<file path="src/shared/csi_pkg.sv">
package csi_pkg;

  localparam int NUM_IDX = 8;
  localparam int NUM_CNT = 9;
  localparam int IDX_W = 4;
  localparam int Y_W = 12;
  localparam int ADDR_W = 12;
  localparam int DATA_W = 32;
  localparam int STORE_W = 14;

  // Index channels: cursor0, icon, scaler0, display0, cursor1, scaler1, display1, capture
  localparam logic [ADDR_W-1:0] IDX_OFS [NUM_IDX] = '{
    12'hb04, 12'hb14, 12'hb24, 12'hb34, 12'hb64, 12'hb74, 12'hb84, 12'hbe4
  };

  // Counter sources: cursor0, icon, scaler0, display0, cursor1, scaler1, display1,
  // linear transfer, capture
  localparam logic [ADDR_W-1:0] CNT_OFS [NUM_CNT] = '{
    12'hb0c, 12'hb1c, 12'hb2c, 12'hb3c, 12'hb6c, 12'hb7c, 12'hb8c, 12'hbdc, 12'hbec
  };

  // Channels that carry two indices and a buffering mode
  localparam logic [NUM_IDX-1:0] DBL_CHAN = 8'ha4;

  localparam int BUF1_LSB = 0;
  localparam int BUF2_LSB = 8;
  localparam int VSEL_BIT = 7;
  localparam int MODE_LSB = 12;
  localparam int MODE_W = 2;
  localparam int Y_LSB = 16;

  localparam logic [STORE_W-1:0] SIMPLE_MASK = 14'h008f;
  localparam logic [STORE_W-1:0] DBL_MASK = 14'h3f8f;
  localparam logic [STORE_W-1:0] IDX_RESET = 14'h0000;
  localparam logic [Y_W-1:0] Y_RESET = 12'h000;

  typedef enum logic [MODE_W-1:0] {
    CSI_MODE_BUF0,
    CSI_MODE_BUF1,
    CSI_MODE_ALT,
    CSI_MODE_RSVD
  } csi_dbuf_mode_t;

endpackage

</file>
<file path="src/design/csi_line_counter.sv">
`timescale 1ns/1ps
module csi_line_counter #(
  parameter int Y_W = csi_pkg::Y_W
) (
  input wire logic core_clk,
  input wire logic nrst,
  input wire logic line_strobe,
  input wire logic frame_strobe,
  input wire logic [Y_W-1:0] start_value,
  output logic [Y_W-1:0] count
);

  typedef struct packed {
    logic [Y_W-1:0] cnt;
  } csi_cnt_state_t;

  csi_cnt_state_t r_reg;
  csi_cnt_state_t r_next;

  always_comb begin
    r_next = r_reg;
    if (frame_strobe) begin
      r_next.cnt = start_value;
    end else if (line_strobe) begin
      r_next.cnt = r_reg.cnt + Y_W'(1);
    end
  end

  always_ff @(posedge core_clk) begin
    if (!nrst) begin
      r_reg.cnt <= Y_W'(csi_pkg::Y_RESET);
    end else begin
      r_reg <= r_next;
    end
  end

  assign count = r_reg.cnt;
endmodule

</file>
<file path="src/design/csi_top.sv">
// The plain strobed port is this design's own decision.
`timescale 1ns/1ps
// How it works
// - Every index register keeps a four-bit surface index in bits 3:0 that picks one of sixteen.
// - Bit 7 of an index register picks the frame source: display 0 when clear, display 1 when set.
// - Scaler 0, scaler 1 and capture keep a first index in bits 3:0 and a second in bits 11:8.
// - Those three also keep a two-bit buffering mode in bits 13:12.
// - Mode 0 always uses the first index and mode 1 always uses the second.
// - Mode 2 alternates between the two indices and mode 3 is reserved for software.
// - Each line counter steps by one per line and is reloaded at each frame start.
// - Nine line counters are readable and ignore writes.
// - A counter reads in bits 27:16 with every other bit zero.
module csi_top #(
  parameter int Y_W = csi_pkg::Y_W
) (
  input wire logic core_clk,
  input wire logic nrst,
  input wire logic [csi_pkg::ADDR_W-1:0] reg_addr,
  input wire logic [csi_pkg::DATA_W-1:0] reg_wdata,
  input wire logic reg_wr,
  input wire logic reg_rd,
  output logic [csi_pkg::DATA_W-1:0] reg_rdata,
  input wire logic [csi_pkg::NUM_CNT-1:0] line_strobe,
  input wire logic [csi_pkg::NUM_CNT-1:0] frame_strobe,
  input wire logic [csi_pkg::NUM_CNT-1:0][Y_W-1:0] y_start,
  input wire logic [1:0] disp_frame_start,
  output logic [csi_pkg::NUM_IDX-1:0][csi_pkg::IDX_W-1:0] surface_index,
  output logic [csi_pkg::NUM_IDX-1:0] vsync_sel
);

  localparam int NI = csi_pkg::NUM_IDX;
  localparam int NC = csi_pkg::NUM_CNT;
  localparam int IW = csi_pkg::IDX_W;
  localparam int SW = csi_pkg::STORE_W;
  localparam int DW = csi_pkg::DATA_W;

  typedef struct packed {
    logic [NI-1:0][SW-1:0] idx;
    logic [NI-1:0] alt;
    logic [NI-1:0][IW-1:0] act;
    logic [NI-1:0] vsel;
    logic [DW-1:0] rdata;
  } csi_state_t;

  csi_state_t r_reg;
  csi_state_t r_next;
  logic [NC-1:0][Y_W-1:0] cnt;

  genvar g;
  generate
    for (g = 0; g < NC; g++) begin : g_cnt
      csi_line_counter #(
        .Y_W(Y_W)
      ) u_cnt (
        .core_clk(core_clk),
        .nrst(nrst),
        .line_strobe(line_strobe[g]),
        .frame_strobe(frame_strobe[g]),
        .start_value(y_start[g]),
        .count(cnt[g])
      );
    end
  endgenerate

  function automatic csi_pkg::csi_dbuf_mode_t mode_of(input logic [SW-1:0] v);
    return csi_pkg::csi_dbuf_mode_t'(v[csi_pkg::MODE_LSB +: csi_pkg::MODE_W]);
  endfunction

  // Reserved mode falls back to the first index so a bad setting still shows a valid surface
  function automatic logic [IW-1:0] pick_index(
    input logic [SW-1:0] v,
    input logic alt,
    input logic dbl
  );
    logic [IW-1:0] first;
    logic [IW-1:0] second;
    logic [IW-1:0] res;
    first = v[csi_pkg::BUF1_LSB +: IW];
    second = v[csi_pkg::BUF2_LSB +: IW];
    res = first;
    if (dbl) begin
      unique case (mode_of(v))
        csi_pkg::CSI_MODE_BUF0: res = first;
        csi_pkg::CSI_MODE_BUF1: res = second;
        csi_pkg::CSI_MODE_ALT: res = alt ? second : first;
        csi_pkg::CSI_MODE_RSVD: res = first;
      endcase
    end
    return res;
  endfunction

  always_comb begin
    r_next = r_reg;
    r_next.rdata = '0;
    for (int c = 0; c < NI; c++) begin
      // Flip once per frame of the chosen source
      if (csi_pkg::DBL_CHAN[c] && mode_of(r_reg.idx[c]) == csi_pkg::CSI_MODE_ALT &&
          disp_frame_start[r_reg.idx[c][csi_pkg::VSEL_BIT]]) begin
        r_next.alt[c] = ~r_reg.alt[c];
      end
      if (reg_wr && reg_addr == csi_pkg::IDX_OFS[c]) begin
        r_next.idx[c] = reg_wdata[SW-1:0] &
                        (csi_pkg::DBL_CHAN[c] ? csi_pkg::DBL_MASK : csi_pkg::SIMPLE_MASK);
        // Alternation restarts on the first index after a rewrite
        r_next.alt[c] = 1'b0;
      end
      // Frame source choice to the channel
      r_next.vsel[c] = r_reg.idx[c][csi_pkg::VSEL_BIT];
      r_next.act[c] = pick_index(r_reg.idx[c], r_reg.alt[c], csi_pkg::DBL_CHAN[c]);
      if (reg_rd && reg_addr == csi_pkg::IDX_OFS[c]) begin
        r_next.rdata = {{(DW - SW){1'b0}}, r_reg.idx[c]};
      end
    end
    for (int k = 0; k < NC; k++) begin
      // Counter field only, the rest zero
      if (reg_rd && reg_addr == csi_pkg::CNT_OFS[k]) begin
        r_next.rdata = {{(DW - csi_pkg::Y_LSB - Y_W){1'b0}}, cnt[k],
                        {csi_pkg::Y_LSB{1'b0}}};
      end
    end
  end

  always_ff @(posedge core_clk) begin
    if (!nrst) begin
      r_reg <= '0;
    end else begin
      r_reg <= r_next;
    end
  end

  assign reg_rdata = r_reg.rdata;
  assign surface_index = r_reg.act;
  assign vsync_sel = r_reg.vsel;
endmodule

</file>
<file path="config.mk">
export PLATFORM = sky130hd
export DESIGN_NAME = csi_top
export DESIGN_NICKNAME = d
export VERILOG_FILES = /design/src/shared/csi_pkg.sv /design/src/design/csi_line_counter.sv /design/src/design/csi_top.sv
export SDC_FILE = /design/constraint.sdc
export NUM_CORES = 1
export LEC_CHECK = 0
export BUFFER_PORTS_ARGS = -buffer_cell sky130_fd_sc_hd__buf_2
export CORE_ASPECT_RATIO = 0.75
export CORE_UTILIZATION = 51
export DETAILED_ROUTE_END_ITERATION = 8
export PLACE_DENSITY = 0.78
export SETUP_SLACK_MARGIN = 0.05
export SYNTH_ARGS = -nofsm -noshare
export SYNTH_HDL_FRONTEND = slang
export SYNTH_HIERARCHICAL = 1
export SYNTH_SLANG_ARGS = --single-unit
</file>
<file path="constraint.sdc">
create_clock -name core_clk -period 1.8 [get_ports core_clk]
set_input_delay 0.36 -clock core_clk [delete_from_list [all_inputs] [get_ports core_clk]]
set_output_delay 0.36 -clock core_clk [all_outputs]
set_load 0.03 [all_outputs]
</file>
Word level (Yosys, flattened, before mapping)
Index checks and enable logic that the tools add are counted.
{"block": "word_totals", "ram_bits": 0, "in_bits": 176, "elab_cells": 169, "latchBits": 0, "mem_count": 0, "mem_bits_ro": 0, "ff_bits": 241, "out_inout_bits": 72}
{"block": "classes", "shift": 0, "n_lt_le_gt_ge": 3, "n_reduce_logical": 48, "n_addsub": 9, "n_bitwise": 4, "div": 0, "mux": 47, "n_eq_ne": 26, "mul": 0}
{"op": "$mux W28", "n": 14}
{"op": "$mux W12", "n": 18}
{"op": "$eq A12 B12 Y1 const B", "n": 17}
{"op": "$add A12 B1 Y12 const B", "n": 9}
{"op": "$pmux W4 S3", "n": 3}
{"op": "$logic_and A1 B1 Y1", "n": 28}
{"op": "$reduce_bool A2 Y1", "n": 9}
{"op": "$reduce_or A17 Y1", "n": 1}
{"op": "$mux W8", "n": 2}
{"op": "$mux W14", "n": 1}
{"op": "$eq A2 B2 Y1 const B", "n": 6}
{"op": "$mux W4", "n": 3}
{"op": "$reduce_or A2 Y1", "n": 6}
{"op": "$reduce_or A10 Y1", "n": 1}
{"op": "$eq A2 B1 Y1 const B", "n": 3}
{"op": "$logic_not A2 Y1", "n": 3}
{"op": "$lt A1 B2 Y1 const B", "n": 3}
{"op": "$mux W1", "n": 6}
{"op": "$not A1 Y1", "n": 4}

Longest topological paths before layout
{"block": "logic_depth", "ltp_word": 19, "mapped_depth": 8, "depth_no_buf": 6}

By module
The synthesis kept the hierarchy.
{"module": "csi_top", "seq_area_each_um2": 2482.4, "area_each_um2": 6399.9, "instances": 1, "cells_per_inst": 741}
{"module": "csi_line_counter", "seq_area_each_um2": 240.2, "area_each_um2": 674.4, "instances": 9, "cells_per_inst": 79}

Worst setup path after synthesis
Ideal clock, no wire load.
{"block": "synth_path", "path_kind": "input to register", "from": "input port reg_addr[1] (netlist bit)", "to": "register r_reg (netlist bit reg_rdata[18])", "n_path_buf": 2, "setup_ns": 0.070, "arrival_ns": 1.758, "required_time_ns": 1.730, "stages": 7, "path_slack_ns": -0.027, "path_cell_list": "or3b_1 buf_6 or3_4 nor2_2 buf_4 o211ai_1 a21oi_1"}
{"block": "synth_via", "elab_chain_cells": 15, "word_cells_on_any_way": 39, "cone_classes": "eq/ne: 13; mux: 13; reduce/logical: 13"}
{"element": "start, declared", "line_no": "csi_top.sv:18", "source": "input wire logic [csi_pkg::ADDR_W-1:0] reg_addr,"}
{"element": "$eq A12 B12 Y1", "line_no": "csi_top.sv:110", "source": "if (reg_rd && reg_addr == csi_pkg::IDX_OFS[c]) begin"}
{"element": "$logic_and A1 B1 Y1", "line_no": "csi_top.sv:110"}
{"element": "$mux W28 (4 in series)", "line_no": "csi_top.sv:110"}
{"element": "$mux W28 (8 in series)", "line_no": "csi_top.sv:116", "source": "if (reg_rd && reg_addr == csi_pkg::CNT_OFS[k]) begin"}
{"element": "$mux W28 (*)", "line_no": "csi_top.sv:116"}
{"element": "end signal, assigned", "line_no": "csi_top.sv:127", "source": "r_reg <= r_next;"}
{"element": "end, declared", "line_no": "csi_top.sv:45", "source": "csi_state_t r_reg;"}
Mark *: on every way between the ends. The rest lies on a longest branch, timed or not.
A chain may end at the register's enable or synchronous reset.

Final worst setup path
{"block": "layout_path", "from": "input port reg_addr[0] (netlist bit)", "to": "register r_reg (netlist bit reg_rdata[22])"}
Same word-level chain as after synthesis.

==> out/results.ini <==
[outcome]
status = finished clean

[global_route]
grt_pass1_vias = 10100
use_met3_pct = 5.60
grt_pass1_wl_um = 53800
gr-usage-met1_pct = 40.6
grt_usage_pct = 27.0
grt.met2_usage_pct = 39.2
antenna_found_initial = 0
busiest_layer = met1
grt_max_degree = 44
overflow = 0

[floorplanning]
die_w_um = 183
fp.dieH_um = 137
core_um2 = 24000
io_pins = 248
initial_core_util_pct = 52.0
fp-row-count = 49
die_area_um2 = 25100

[yosys]
ys_async_sr_fraction_pct = 0
synth_area_um2 = 12500
synth.area.top_cells = dfxtp_1 (37%), a21oi_1 (5.5%), mux2i_1 (5.1%)
synth.distinct_cells = 54
syn_inst = 1452
synth_commonest_cells = dfxtp_1 (232), a21oi_1 (138), o21ai_0 (128)
yosysWarnings = 6
synth_edf_count = 0
synth.most_common_cell = dfxtp_1
synth_area_leader_cell = dfxtp_1
synth_top_area_share_pct = 37.2
synth_ff_type = dfxtp_1
yosysSeqAreaShare_pct = 37.2
ys_ff_latch = 232
synth_area_per_cell_um2 = 8.59

[sta]
setup_violations = 0
min_period_ns = 1.54
final_hold_viol_count = 0
fmax_mhz = 650
rsz0062_at_grt = no
finalMaxSlewViolations = 0
fin_skew_ns = 0.0132
period_share_pct = 85.5

[finish]
register_area_um2 = 4640
final_nets = 1807
fillers = 2075
drive_above_1_share_pct = 23.7
multi_input_area_um2 = 6870
finalInstanceArea_um2 = 14500
largest_reg_flops = 108
final_core_util_pct = 60.6
antennaDiodeCount = 0
synthToLayoutAreaGrowth_pct = 16.6
instances_no_fill = 1963

[placed_design]
gp_congestion = 0.932
dp.cells = 1921
port_buffers = 217
dp_hpwl_um = 26000
post_dp_cell_area_um2 = 13700

[clock_network]
cts_root_buf = clkbuf_16
clkLatencyLatePin_ns = 0.52
clkTransAtPathRegs_ns = 0.06
post_cts_resized = 0
cts_tree = done
cts_hold_buf = 0
cts_buffer_depth = 3
numCtsBuffers = 24
clkSinkCount = 232
cts_setup_buffers = 0
htreeDepth = 1

[critical_path]
crit_type = input pin to flop
critical-path-slowest-cell = or3b_1
path_cells = buf_2 -> or3b_1 -> or3_4 -> nor2_4 -> o211ai_1 -> a21oi_1
cp.arrival_ns = 1.99
cp.depth = 6
crit_path_end_kind = flop
cp_max_fo = 11
slowest_delay_ns = 0.52
crit_family = simple AND/OR/NAND/NOR gates
start_kind = input pin
path_buf_inv = 1
worstRegToRegCells = 5
worstPathRequired_ns = 2.25

[route]
firstDrtPassIters = 5
vias = 11200
post_drt_wl_per_cell_um = 17.7
ant_nets = 0
drt-total-wl_um = 34700
drc = 0
drt-initial-drc-count = 1202
viasPerCell = 5.72

[pwr]
ir_worst_vdd_mv = 0.615
p_per_area_nw_per_um2 = 823
p_leak_nw = 5.60

[worst_hold_path]
worstHoldPathCells = 3
hp-class = input pin to flop

[flow_run]
drv_cap = 0

==> final timing paths <==
check                          startpoint                       to  slack (ns)
hold reg to reg                r_next[43]         surface_index[3]        0.49
setup / recovery              reg_addr[0]            reg_rdata[22]        0.26
hold / removal                y_start[73]  g_cnt[6].u_cnt/count[1]        0.07
setup reg to reg  g_cnt[0].u_cnt/count[6]            reg_rdata[22]        0.36
==> cell type report <==
cell class                      instances  area share (%)
Sequential cell                       232            32.0
Tap cell                              331            2.85
Clock buffer                           35            4.98
Clock inverter                          7           0.603
Multi-Input combinational cell       1046            47.2
Inverter                               37           0.955
Timing Repair Buffer                  275            11.4
==> placed cells by master, fill, tap and decap left out, drive strengths merged, types with 5 or more instances in the layout <==
| master | count |
|---|---|
| a21oi | 138 |
| nor3 | 52 |
| xnor2 | 66 |
| nand3 | 39 |
| nand4 | 36 |
| inv | 37 |
| nand3b | 12 |
| conb | 9 |
| o22ai | 30 |
| clkbuf | 35 |
| o21ai | 133 |
| and2 | 29 |
| nand2 | 120 |
| mux2i | 64 |
| dfxtp | 232 |
| xor2 | 36 |
| nand2b | 5 |
| nor3b | 28 |
| o2bb2ai | 11 |
| buf | 275 |
| ha | 15 |
| nor2 | 78 |
| nor2b | 50 |
| o211ai | 15 |
| a22oi | 30 |
| a21o | 5 |
| and3 | 12 |
==> cell families after synthesis <==
family | after synthesis | synth area share [%]
simple gates | 473 | 22.8
compound gates | 378 | 17.2
flops | 232 | 37.2
buf+inv | 182 | 8.21
xor+xnor | 102 | 7.16
mux | 69 | 5.77
fa+ha+maj | 15 | 1.51
other cells | 1 | 0.0301
==> worst reg2reg max path, delay by kind of cell, from the launching register on <==
kind / cells / cell delay [ns]
compound gates: 4 / 0.75
flops: 1 / 0.47
mux: 1 / 0.14
==> per-layer routing <==
metal | up-vias | wire [um] | share of wire, %
met5 | - | 0 | 0
met4 | 0 | 736 | 2.1
met3 | 61 | 3360 | 9.7
met2 | 546 | 14100 | 41
met1 | 5247 | 16500 | 47
li1 | 5370 | - | -
==> per-stage QoR <==
step                      TNS (ns)  worst slack (ns)  total power [mW]  hold WS [ns]
final                            0             0.262              12.0        0.0697
after global routing             0             0.145              12.4        0.0815
after CTS                        0             0.273              12.0        0.0593
after detailed placement    -16.48            -0.265              6.92         0.477
after global placement      -12.58            -0.220              6.89         0.470
after floorplan                  0            0.0405              6.39         0.443
==> report_power, final <==
| group | internal, mW | leakage, nW | switching [mW] | total (mW) |
|---|---|---|---|---|
| clock network | 3.06 | 0.400 | 2.06 | 5.12 |
| registers | 5.30 | 1.89 | 0.280 | 5.58 |
| logic | 0.557 | 3.31 | 0.710 | 1.27 |
| total | 8.92 | 5.60 | 3.05 | 12.0 |
(Power assumes the default switching activity.)
